[src/irq_accept_params.svh]
// constants and rule summary for the interrupt acceptance logic
// Operation
// - A non-maskable request is always taken, whatever the enable flags hold.
// - Taking a non-maskable request drops the fetched instruction and restarts at 0x0066.
// - The non-maskable source is picked from several bus lines by a select input.
// - The return address saved at acceptance is handed back when service ends.
// - Three maskable modes; the table mode joins the page register and vector byte.
// - The maskable line is honoured only while the primary enable flag is set.
// - Reset clears both enable flags.
// - The enable instruction sets both flags and the disable instruction clears both.
// - After the enable instruction one more instruction completes before a maskable take; with the enable at its own boundary the hold lets two complete.
// - Taking a maskable request clears both enable flags.
// - Taking a non-maskable request clears only the primary flag, keeping the shadow.
// - Instructions can read the shadow flag or copy it into the primary flag.
// - An accepted maskable request drives the acknowledge signal to the controllers.
`ifndef IRQ_ACCEPT_PARAMS_SVH
`define IRQ_ACCEPT_PARAMS_SVH

`define NMI_RESTART_ADDR  16'h0066
`define MODE0_RESTART_LOW 8'h38
`define MODE1_RESTART     16'h0038
`define NMI_SRC_COUNT     8
`define NMI_SEL_W         3
`define ADDR_W            16
`define BYTE_W            8
`define ADDR_ZERO         16'h0000
`define BYTE_ZERO         8'h00
`define VEC_LSB_MASK      8'hfe
`define ADDR_ONE          16'h0001

`endif

[src/irq_accept_pkg.sv]
// types shared by the interrupt acceptance logic
package irq_accept_pkg;
	typedef enum logic [1:0] {
		IRQ_MODE_0,
		IRQ_MODE_1,
		IRQ_MODE_2,
		IRQ_MODE_RSVD
	} irq_mode_e;

	typedef logic [15:0] addr_t;
	typedef logic [7:0]  byte_t;
endpackage

[src/irq_vec_if.sv]
// vector fetch request/answer between acceptance logic and table fetch
interface irq_vec_if;
	import irq_accept_pkg::*;
	logic  req;
	addr_t ptr;
	logic  done;
	addr_t target;

	modport ctrl  (output req, output ptr, input done, input target);
	modport fetch (input req, input ptr, output done, output target);
endinterface

[src/irq_accept.sv]
// interrupt acceptance logic: enable flags, arbitration, redirect address
module irq_accept
	import irq_accept_pkg::*;
(
	// clock and reset
	input  wire logic                  i_clk,
	input  wire logic                  i_rst_n,
	// request lines
	input  wire logic [7:0]            i_nmi_src,
	input  wire logic [2:0]            i_nmi_sel,
	input  wire logic                  i_irq_n,
	// instruction sequencer
	input  wire logic                  i_boundary,
	input  wire addr_t                 i_next_pc,
	input  wire logic                  i_enable_irq_instruction,
	input  wire logic                  i_disable_irq_instruction,
	input  wire logic                  i_restore_enable,
	input  wire logic                  i_return_done,
	input  wire irq_mode_e             i_irq_mode,
	input  wire byte_t                 i_vector_page,
	// controller side
	output logic                       o_irq_acknowledge_n,
	input  wire byte_t                 i_vector_low,
	// table memory read
	output logic                       o_mem_rd,
	output addr_t                      o_mem_addr,
	input  wire logic                  i_mem_ack,
	input  wire byte_t                 i_mem_data,
	// redirect to sequencer
	output logic                       o_redirect,
	output addr_t                      o_redirect_addr,
	output logic                       o_discard_fetch,
	output logic                       o_resume,
	output addr_t                      o_resume_addr,
	output logic                       o_busy,
	// flag view
	output logic                       o_primary_enable_flag,
	output logic                       o_shadow_enable_flag
);
	import irq_accept_pkg::*;
	`include "irq_accept_params.svh"

	typedef enum logic [1:0] {S_RUN, S_ACK, S_FETCH} acc_e;

	acc_e  st_r;
	logic  primary_enable_flag_r;
	logic  shadow_enable_flag_r;
	logic  ei_hold_r;
	logic  redirect_r;
	addr_t redirect_addr_r;
	logic  discard_r;
	logic  resume_r;
	addr_t saved_pc_r;
	logic  fetch_req_r;
	addr_t fetch_ptr_r;

	irq_vec_if vec ();

	irq_vec_fetch u_fetch (
		.i_clk      (i_clk),
		.i_rst_n    (i_rst_n),
		.vec        (vec.fetch),
		.o_mem_rd   (o_mem_rd),
		.o_mem_addr (o_mem_addr),
		.i_mem_ack  (i_mem_ack),
		.i_mem_data (i_mem_data)
	);

	assign vec.req = fetch_req_r;
	assign vec.ptr = fetch_ptr_r;

	// =========================================================
	// request decode
	// =========================================================
	wire   nmi_line  = i_nmi_src[i_nmi_sel];
	logic  nmi_prev_r;
	wire   nmi_edge  = nmi_line && !nmi_prev_r;
	logic  nmi_pend_r;
	wire   nmi_req   = nmi_pend_r || nmi_edge;
	wire   run_bound = (st_r == S_RUN) && i_boundary;
	wire   take_nmi  = run_bound && nmi_req;
	wire   irq_ok    = primary_enable_flag_r && !ei_hold_r;
	wire   take_irq  = run_bound && !nmi_req && !i_irq_n && irq_ok;
	// table pointer: page register high, controller byte low
	wire   addr_t tbl_ptr = {i_vector_page, i_vector_low & `VEC_LSB_MASK};
	wire   addr_t rst_vec = {`BYTE_ZERO, (i_vector_low & `MODE0_RESTART_LOW)};

	assign o_irq_acknowledge_n   = !(st_r == S_ACK);
	assign o_redirect            = redirect_r;
	assign o_redirect_addr       = redirect_addr_r;
	assign o_discard_fetch       = discard_r;
	assign o_resume              = resume_r;
	assign o_resume_addr         = saved_pc_r;
	assign o_busy                = (st_r != S_RUN);
	assign o_primary_enable_flag = primary_enable_flag_r;
	assign o_shadow_enable_flag  = shadow_enable_flag_r;

	// =========================================================
	// non-maskable pending latch
	// =========================================================
	always_ff @(posedge i_clk or negedge i_rst_n) begin
		if (!i_rst_n) begin
			nmi_prev_r <= 1'b0;
			nmi_pend_r <= 1'b0;
		end else begin
			nmi_prev_r <= nmi_line;
			if (nmi_edge && !take_nmi)
				nmi_pend_r <= 1'b1;
			else if (take_nmi)
				nmi_pend_r <= 1'b0;
		end
	end

	// =========================================================
	// enable flags
	// =========================================================
	always_ff @(posedge i_clk or negedge i_rst_n) begin
		if (!i_rst_n) begin
			primary_enable_flag_r <= 1'b0;
			shadow_enable_flag_r  <= 1'b0;
			ei_hold_r             <= 1'b0;
		end else begin
			if (take_nmi) begin
				primary_enable_flag_r <= 1'b0;
			end else if (take_irq) begin
				primary_enable_flag_r <= 1'b0;
				shadow_enable_flag_r  <= 1'b0;
			end else if (i_enable_irq_instruction) begin
				primary_enable_flag_r <= 1'b1;
				shadow_enable_flag_r  <= 1'b1;
			end else if (i_disable_irq_instruction) begin
				primary_enable_flag_r <= 1'b0;
				shadow_enable_flag_r  <= 1'b0;
			end else if (i_restore_enable) begin
				primary_enable_flag_r <= shadow_enable_flag_r;
			end
			// hold past the first boundary after the enable: the one ending it, or the next one when the enable came at a boundary
			if (i_enable_irq_instruction)
				ei_hold_r <= 1'b1;
			else if (i_boundary)
				ei_hold_r <= 1'b0;
		end
	end

	// =========================================================
	// acceptance sequence
	// =========================================================
	always_ff @(posedge i_clk or negedge i_rst_n) begin
		if (!i_rst_n) begin
			st_r            <= S_RUN;
			redirect_r      <= 1'b0;
			redirect_addr_r <= `ADDR_ZERO;
			discard_r       <= 1'b0;
			resume_r        <= 1'b0;
			saved_pc_r      <= `ADDR_ZERO;
			fetch_req_r     <= 1'b0;
			fetch_ptr_r     <= `ADDR_ZERO;
		end else begin
			redirect_r  <= 1'b0;
			discard_r   <= 1'b0;
			fetch_req_r <= 1'b0;
			resume_r    <= i_return_done;
			unique case (st_r)
				S_RUN: begin
					if (take_nmi) begin
						saved_pc_r      <= i_next_pc;
						discard_r       <= 1'b1;
						redirect_r      <= 1'b1;
						redirect_addr_r <= `NMI_RESTART_ADDR;
					end else if (take_irq) begin
						saved_pc_r <= i_next_pc;
						st_r       <= S_ACK;
					end
				end
				S_ACK: begin
					unique case (i_irq_mode)
						IRQ_MODE_1: begin
							redirect_r      <= 1'b1;
							redirect_addr_r <= `MODE1_RESTART;
							st_r            <= S_RUN;
						end
						IRQ_MODE_2: begin
							fetch_req_r <= 1'b1;
							fetch_ptr_r <= tbl_ptr;
							st_r        <= S_FETCH;
						end
						default: begin
							redirect_r      <= 1'b1;
							redirect_addr_r <= rst_vec;
							st_r            <= S_RUN;
						end
					endcase
				end
				S_FETCH: begin
					if (vec.done) begin
						redirect_r      <= 1'b1;
						redirect_addr_r <= vec.target;
						st_r            <= S_RUN;
					end
				end
				default: st_r <= S_RUN;
			endcase
		end
	end
endmodule // irq_accept

[src/irq_vec_fetch.sv]
// two-byte table read that turns a vector pointer into a routine address
module irq_vec_fetch
	import irq_accept_pkg::*;
(
	// clock and reset
	input  wire logic      i_clk,
	input  wire logic      i_rst_n,
	// control side
	irq_vec_if.fetch       vec,
	// memory read port
	output logic           o_mem_rd,
	output addr_t          o_mem_addr,
	input  wire logic      i_mem_ack,
	input  wire byte_t     i_mem_data
);
	`include "irq_accept_params.svh"

	typedef enum logic [1:0] {F_IDLE, F_LOW, F_HIGH, F_DONE} fetch_e;

	fetch_e st_r;
	byte_t  low_r;
	addr_t  addr_r;
	addr_t  target_r;

	assign o_mem_rd   = (st_r == F_LOW) || (st_r == F_HIGH);
	assign o_mem_addr = addr_r;
	assign vec.done   = (st_r == F_DONE);
	assign vec.target = target_r;

	// table entry: low byte at pointer, high byte at pointer + 1
	always_ff @(posedge i_clk or negedge i_rst_n) begin
		if (!i_rst_n) begin
			st_r     <= F_IDLE;
			low_r    <= `BYTE_ZERO;
			addr_r   <= `ADDR_ZERO;
			target_r <= `ADDR_ZERO;
		end else begin
			unique case (st_r)
				F_IDLE: begin
					if (vec.req) begin
						addr_r <= vec.ptr;
						st_r   <= F_LOW;
					end
				end
				F_LOW: begin
					if (i_mem_ack) begin
						low_r  <= i_mem_data;
						addr_r <= addr_r + `ADDR_ONE;
						st_r   <= F_HIGH;
					end
				end
				F_HIGH: begin
					if (i_mem_ack) begin
						target_r <= {i_mem_data, low_r};
						st_r     <= F_DONE;
					end
				end
				F_DONE: st_r <= F_IDLE;
			endcase
		end
	end
endmodule // irq_vec_fetch

[config.mk]
export PLATFORM = sky130hd
export DESIGN_NAME = irq_accept
export DESIGN_NICKNAME = d
export VERILOG_FILES = /design/src/irq_accept_pkg.sv /design/src/irq_vec_if.sv /design/src/irq_accept.sv /design/src/irq_vec_fetch.sv
export VERILOG_INCLUDE_DIRS = /design/src /design/src/src
export SDC_FILE = /design/constraint.sdc
export NUM_CORES = 1
export LEC_CHECK = 0
export BUFFER_PORTS_ARGS = -buffer_cell sky130_fd_sc_hd__buf_2
export CAP_MARGIN = 20
export CORE_AREA = 2 2 100 102
export DETAILED_ROUTE_END_ITERATION = 10
export DIE_AREA = 0 0 102 104
export GPL_TIMING_DRIVEN = 0
export PLACE_DENSITY = 0.9
export SLEW_MARGIN = 20
export SYNTH_ARGS = -nofsm -noshare
export SYNTH_HDL_FRONTEND = slang
export SYNTH_HIERARCHICAL = 1
export SYNTH_SLANG_ARGS = --single-unit
[constraint.sdc]
create_clock -name i_clk -period 4.12 [get_ports i_clk]
set_input_delay 0.206 -clock i_clk [delete_from_list [all_inputs] [get_ports i_clk]]
set_output_delay 0.206 -clock i_clk [all_outputs]
set_load 0.05 [all_outputs]
==> impl_metrics.toml, run 1 <==
[power_and_ir_drop]
power_mw = 5.334
leakagePower_nw = 2.860
swShare = 0.4947
sequentialPowerShare = 0.335
switchingPower_mw = 2.639
p_comb_frac = 0.560
cellPowerDensity_nw_per_um2 = 878.1
clkPwrFrac = 0.105
ir_worst_vdd_mv = 0.4193
p_int_mw = 2.695

[drt]
wl_per_cell_um = 15.55
drt_iter0_markers = 217
drc = 0
ant_nets = 0
routed_via_density = 5.554
wl_um = 12170
num_vias = 4349
drt_pass1_iterations = 6

[sta]
tightest_slew_ns = 0.6094
finalHoldViolations = 0
finClkSkew_ns = 0.006991
setup_violations = 0
slew_viol_final = 0
rsz0062_at_grt = "no"
clock.fmax_mhz = 402.0
maxSlewHeadroom = 0.5922
fin_crit_ns = 2.487
finalCritPeriodShare = 0.6037
timing.setup.tns_ns = 0

[layout]
final_cell_area_um2 = 6075
nets = 715
area_growth_pct = 19.08
drive_above_1_share = 0.2875
fillers = 822

[yosys]
synth_cell_types = 57
synth_nets = 586
avgSynthCellArea_um2 = 9.944
ys_top_cells_by_count = "nand2_1, dfrtp_1, o21ai_0"
yosysMostFrequentCell = "nand2_1"
synth_area_leaders = "dfrtp_1, nand2_1, mux2_2"
syn-instance-count = 513
synthArstFlopShare = 1.000
yosysWarnings = 6
ys_ff_latch = 100
synth_top_area_share = 0.4906
yosysSeqAreaShare = 0.4906
synth_top_area_cell = "dfrtp_1"
synthFlopType = "dfrtp_1"
synth_edf_count = 0
synthesis.area_um2 = 5101

[worst_setup_path]
crit_buf_inv = 4
path_cells = "inv_1, ha_1, buf_2, nand3b_4, clkinv_1, a2111oi_0, a41o_1, buf_6, mux2_2"
cpMaxStageDelayCell = "a2111oi_0"
path_class = "register to register"
cp_max_fo = 9
cp-start-kind = "register"
required_ns = 4.37
end_kind = "register"
critical_path.top_delay_family = "buffers and inverters"
critPathMaxStageDelay_ns = 0.46
arrival_ns = 2.74

[clock_tree]
htreeDepth = 3
post_cts.repair.setup_buffers = 0
clock_latency_ns = 0.36
cts.sinks = 100
cts_hold_buf = 2
cts_resized = 0
cts_tree = "built"
cts_buffers = 9
path_clk_slew_ns = 0.10
clock_path_buffers = 2
root_buffer = "clkbuf_8"

[placement]
dp_hpwl_um = 9080
port_buffers = 115
gp_congestion = 0.8658
placed_area_um2 = 5877

[global_routing]
grt_pass1_wl_um = 20530
grt_max_degree = 58
grt-ovfl-total = 0
grtUsageMet2 = 0.4098
use_met3 = 0.04032
antenna_found_initial = 3
use_met1 = 0.2977
busiest_layer = "met2"
grt_usage = 0.2422
first_global_vias = 4532

[min_path]
hold_class = "primary input to register"

[floorplanning]
dieWidth_um = 102
core_um2 = 9549
ioPinCount = 118
die_h_um = 104
rows = 36
start_util = 0.5342
die_area_um2 = 10610

[outcome]
outcome = "finished, final reports clean"

[flow_run]
cap_violations = 0
## registers in the layout, indices dropped and copies added, names as in the netlist
name,flops
st_r,2
nmi_prev_r,1
fetch_req_r,1
o_primary_enable_flag,1
u_fetch/vec.target,16
o_resume,1
u_fetch/low_r,8
u_fetch/st_r,2
o_discard_fetch,1
o_shadow_enable_flag,1
fetch_ptr_r,15
nmi_pend_r,1
o_redirect,1
o_resume_addr,16
ei_hold_r,1
u_fetch/o_mem_addr,16
o_redirect_addr,16
## area by class of cell
cell class / count / area (µm²) / area share
sequential: 100 / 2502 / 0.4119
timing repair buffer: 118 / 629.4 / 0.1036
inverter: 28 / 107.6 / 0.01771
tap: 133 / 166.4 / 0.02739
antenna: 3 / 7.507 / 0.001236
clock inverter: 5 / 38.79 / 0.006385
buffer: 27 / 160.2 / 0.02636
multi-input combinational: 358 / 2331 / 0.3837
clock buffer: 11 / 131.4 / 0.02163
## power by group through the flow
stage	sequential, mW	combinational (mW)	clock (mW)
CTS	1.78	2.99	0.572
detailed placement	1.80	2.98	0
global route	1.84	3.24	0.613
finish	1.79	2.99	0.561
floorplan	2.49	1.55	0
global placement	1.77	2.87	0
## cell families (layout without fill, tap and decap cells)
logic type / Yosys count / after routing / synth area share
fa+ha+maj: 11 / 11 / 0.02698
buf+inv: 55 / 189 / 0.05249
simple gates: 193 / 193 / 0.1881
other cells: 1 / 4 / 0.0007351
flops: 100 / 100 / 0.4906
compound gates: 102 / 102 / 0.1310
mux: 51 / 51 / 0.1101
## path summary, 6_finish.rpt
check	startpoint	to	slack, ns	cells after the start
worst max-delay path	st_r[1]	o_redirect_addr[6]	1.63	9
worst min-delay path	i_vector_page[4]	fetch_ptr_r[12]	0.03	3
worst max register to register	st_r[1]	o_redirect_addr[6]	1.63	9
worst min register to register	fetch_ptr_r[5]	fetch_ptr_r[5]	0.49	2
max in group asynchronous	i_rst_n	u_fetch/st_r[0]	3.18	3
min in group asynchronous	i_rst_n	o_resume_addr[0]	0.33	2
## tightest hold or removal path, stage by stage
cell and delay, ns:
buf_2 0.07, nand2_1 0.04, nand2_1 0.04
## stage by stage
step / utilization / cells / hold slack (ns) / setup WS [ns]
6_report: 0.6361 / 783 / 0.02660 / 1.633
5_1_grt: 0.6361 / 783 / 0.01546 / 1.404
4_1_cts: 0.6354 / 780 / 0.01140 / 1.626
3_5_place_dp: 0.6154 / 762 / 0.1547 / 1.644
3_3_place_gp: 0.6119 / 761 / 0.3141 / 1.748
2_1_floorplan: - / 513 / -0.08959 / 1.966
## layer usage
metal | share of wire | wire, µm
met5 | 0 | 0
met3 | 0.053 | 642
met1 | 0.40 | 4915
met4 | 0.023 | 281
met2 | 0.52 | 6335
## cell usage in the layout, fill, tap and decap left out, drive strengths merged, types with 2 or more instances in the layout
| cell type | count |
|---|---|
| a211o | 3 |
| a21boi | 2 |
| a21o | 2 |
| a21oi | 15 |
| a22oi | 4 |
| a2bb2oi | 6 |
| and3 | 4 |
| and4 | 3 |
| buf | 129 |
| clkbuf | 25 |
| clkinv | 5 |
| dfrtp | 100 |
| diode | 3 |
| dlygate4sd3 | 2 |
| ha | 11 |
| inv | 27 |
| mux2 | 31 |
| mux2i | 19 |
| nand2 | 116 |
| nand2b | 3 |
| nand3 | 14 |
| nand4 | 7 |
| nand4b | 2 |
| nor2 | 9 |
| nor2b | 4 |
| nor3 | 4 |
| nor3b | 17 |
| nor4 | 3 |
| o211ai | 16 |
| o21ai | 32 |
| o22a | 2 |
| o22ai | 10 |
| o311a | 2 |
| or2 | 2 |
| or3 | 2 |
No activity file was read; power rests on OpenSTA's default activity.
==> run 2, diff against run 1 <==
--- a/config.mk
+++ b/config.mk
@@ -8,11 +8,11 @@
 export LEC_CHECK = 0
 export BUFFER_PORTS_ARGS = -buffer_cell sky130_fd_sc_hd__buf_2
 export CAP_MARGIN = 20
-export CORE_AREA = 2 2 100 102
+export CORE_AREA = 2 2 101 103
 export DETAILED_ROUTE_END_ITERATION = 10
-export DIE_AREA = 0 0 102 104
+export DIE_AREA = 0 0 103 105
 export GPL_TIMING_DRIVEN = 0
-export PLACE_DENSITY = 0.9
+export PLACE_DENSITY = 0.88
 export SLEW_MARGIN = 20
 export SYNTH_ARGS = -nofsm -noshare
 export SYNTH_HDL_FRONTEND = slang
==> constraint.sdc (replaced) <==
create_clock -name i_clk -period 2.4 [get_ports i_clk]
set_input_delay 0.12 -clock i_clk [delete_from_list [all_inputs] [get_ports i_clk]]
set_output_delay 0.12 -clock i_clk [all_outputs]
set_load 0.05 [all_outputs]
==> run 2 against run 1 <==
Against the previous run: sequential power rose by 72%; design area rose by 6.5%; clock skew rose by 0.0036 ns; global-route usage rose by 0.58 points; die area rose by 2.0%; hold slack got worse by 0.0019 ns; maximum frequency rose by 11%; combinational power rose by 74%; wire length rose by 5.2%; utilization rose by 3.5 points; highest routed layer unchanged.
==> impl_metrics.toml, run 2 (synthesized netlist as in run 1, its figures left out) <==
[clock_tree]
cts_tree = "built"
cts.sinks = 100
clock_path_buffers = 2
cts_buffers = 9
path_clk_slew_ns = 0.10
root_buffer = "clkbuf_8"
htreeDepth = 3
post_cts.repair.setup_buffers = 0
clock_latency_ns = 0.37

[floorplanning]
ioPinCount = 118
dieWidth_um = 103
rows = 36
start_util = 0.5292
die_h_um = 105
die_area_um2 = 10820
core_um2 = 9639

[layout]
final_cell_area_um2 = 6472
fillers = 766
multi_input_area_um2 = 2337
regArea_um2 = 2502
mostFrequentLayoutCells = "buf_2, nand2_1, dfrtp_1, dlygate4sd3_1, o21ai_0"
nets = 752
drive_above_1_share = 0.2778
final_common_cell = "buf_2"
area_growth_pct = 26.88

[power_and_ir_drop]
switchingPower_mw = 4.617
ir_worst_vdd_mv = 0.6873
leakagePower_nw = 3.037
p_comb_frac = 0.560
swShare = 0.4957
cellPowerDensity_nw_per_um2 = 1439
clkPwrFrac = 0.111
power_mw = 9.314
sequentialPowerShare = 0.329
p_int_mw = 4.697

[worst_setup_path]
crit_top_cell = "inv_1"
arrival_ns = 2.53
crit_buf_inv = 3
cp-start-kind = "register"
path_class = "register to register"
end_kind = "register"
cp_max_fo = 10
required_ns = 2.68
cpMaxStageDelayCell = "nor2_1"
path_cells = "inv_1, ha_1, inv_1, nor2_1, clkbuf_1, nand2_1, o211ai_1"
critPathMaxStageDelay_ns = 0.49
critical_path.top_delay_family = "buffers and inverters"

[global_routing]
antenna_found_initial = 2
grt-ovfl-total = 0
grt_usage = 0.2480
grt_max_degree = 56
first_global_vias = 4564
grt_pass1_wl_um = 21110

[drt]
wl_per_cell_um = 15.64
wl_um = 12810
drt_iter0_markers = 318
num_vias = 4603
drt_pass1_iterations = 6
routed_via_density = 5.620
ant_nets = 0
drc = 0

[sta]
finalHoldViolations = 0
setup_violations = 0
clock.fmax_mhz = 444.3
slew_viol_final = 0
tightest_slew_ns = 0.6226
fin_crit_ns = 2.251
maxSlewHeadroom = 0.5834
finalCritPeriodShare = 0.9378
rsz0062_at_grt = "no"
finClkSkew_ns = 0.01062

[placement]
port_buffers = 115
gp_congestion = 0.8741
dp_hpwl_um = 8771
placed_area_um2 = 5877

[outcome]
outcome = "finished, final reports clean"

[flow_run]
cap_violations = 0

[min_path]
hold_class = "primary input to register"
[run 2: what timing repair did]
item / in CTS / in global routing
endpoints found under the setup margin: 16 / 16
endpoints found under the hold margin: 91 / 0
gates resized for setup: 1 / 3
hold buffers: 39 / 0
gates cloned: 0 / 0
[run 2: per-stage QoR]
step,setup slack [ns],std cells,hold slack [ns],utilization,setup TNS [ns]
global placement,0.01984,761,0.2302,0.6062,0
finish,0.1493,819,0.02473,0.6715,0
floorplan,0.2459,513,-0.1756,-,0
detailed placement,-0.03728,762,0.07634,0.6097,-0.2582
global route,0.02700,819,0.01538,0.6715,0
CTS,0.07130,817,0.004112,0.6702,0
[run 2: path summary, 6_finish.rpt]
check,to,start,cells past startpoint,slack [ns]
hold / removal,o_resume_addr[15],i_next_pc[15],3,0.02
max in group asynchronous,fetch_ptr_r[11],i_rst_n,3,1.55
setup reg to reg,o_resume_addr[12],st_r[0],7,0.15
hold reg to reg,fetch_ptr_r[3],fetch_ptr_r[3],2,0.49
setup / recovery,o_resume_addr[12],st_r[0],7,0.15
min in group asynchronous,o_resume_addr[1],i_rst_n,2,0.24
[run 2: worst reg2reg max path, cell delays in order, from the launching register on]
cell	delay (ns)
dfrtp_1	0.43
inv_1	0.14
ha_1	0.28
inv_1	0.11
nor2_1	0.49
clkbuf_1	0.41
nand2_1	0.10
o211ai_1	0.21
[run 2: routing by layer]
layer / global-route usage / routed length [µm] / vias to the layer above
met2: 0.3975 / 6253 / 246
met1: 0.3132 / 5087 / 2180
met4: 0.1241 / 476 / 0
li1: - / - / 2127
met5: 0 / 0 / -
met3: 0.05418 / 989 / 50
[run 2: power by group through the flow]
stage / registers, mW / clock network, mW / logic, mW
detailed placement: 3.08 / 0 / 5.11
CTS: 3.05 / 1.07 / 5.17
floorplan: 4.27 / 0 / 2.67
finish: 3.07 / 1.04 / 5.21
global placement: 3.03 / 0 / 4.92
global route: 3.17 / 1.13 / 5.60
[run 2: cell type report]
class,count,area share
Sequential cell,100,0.3866
Buffer,27,0.02474
Multi-Input combinational cell,358,0.3611
Antenna cell,2,0.0007732
Timing Repair Buffer,155,0.1545
Tap cell,133,0.02571
Clock inverter,7,0.01044
Clock buffer,9,0.01914
Inverter,28,0.01701
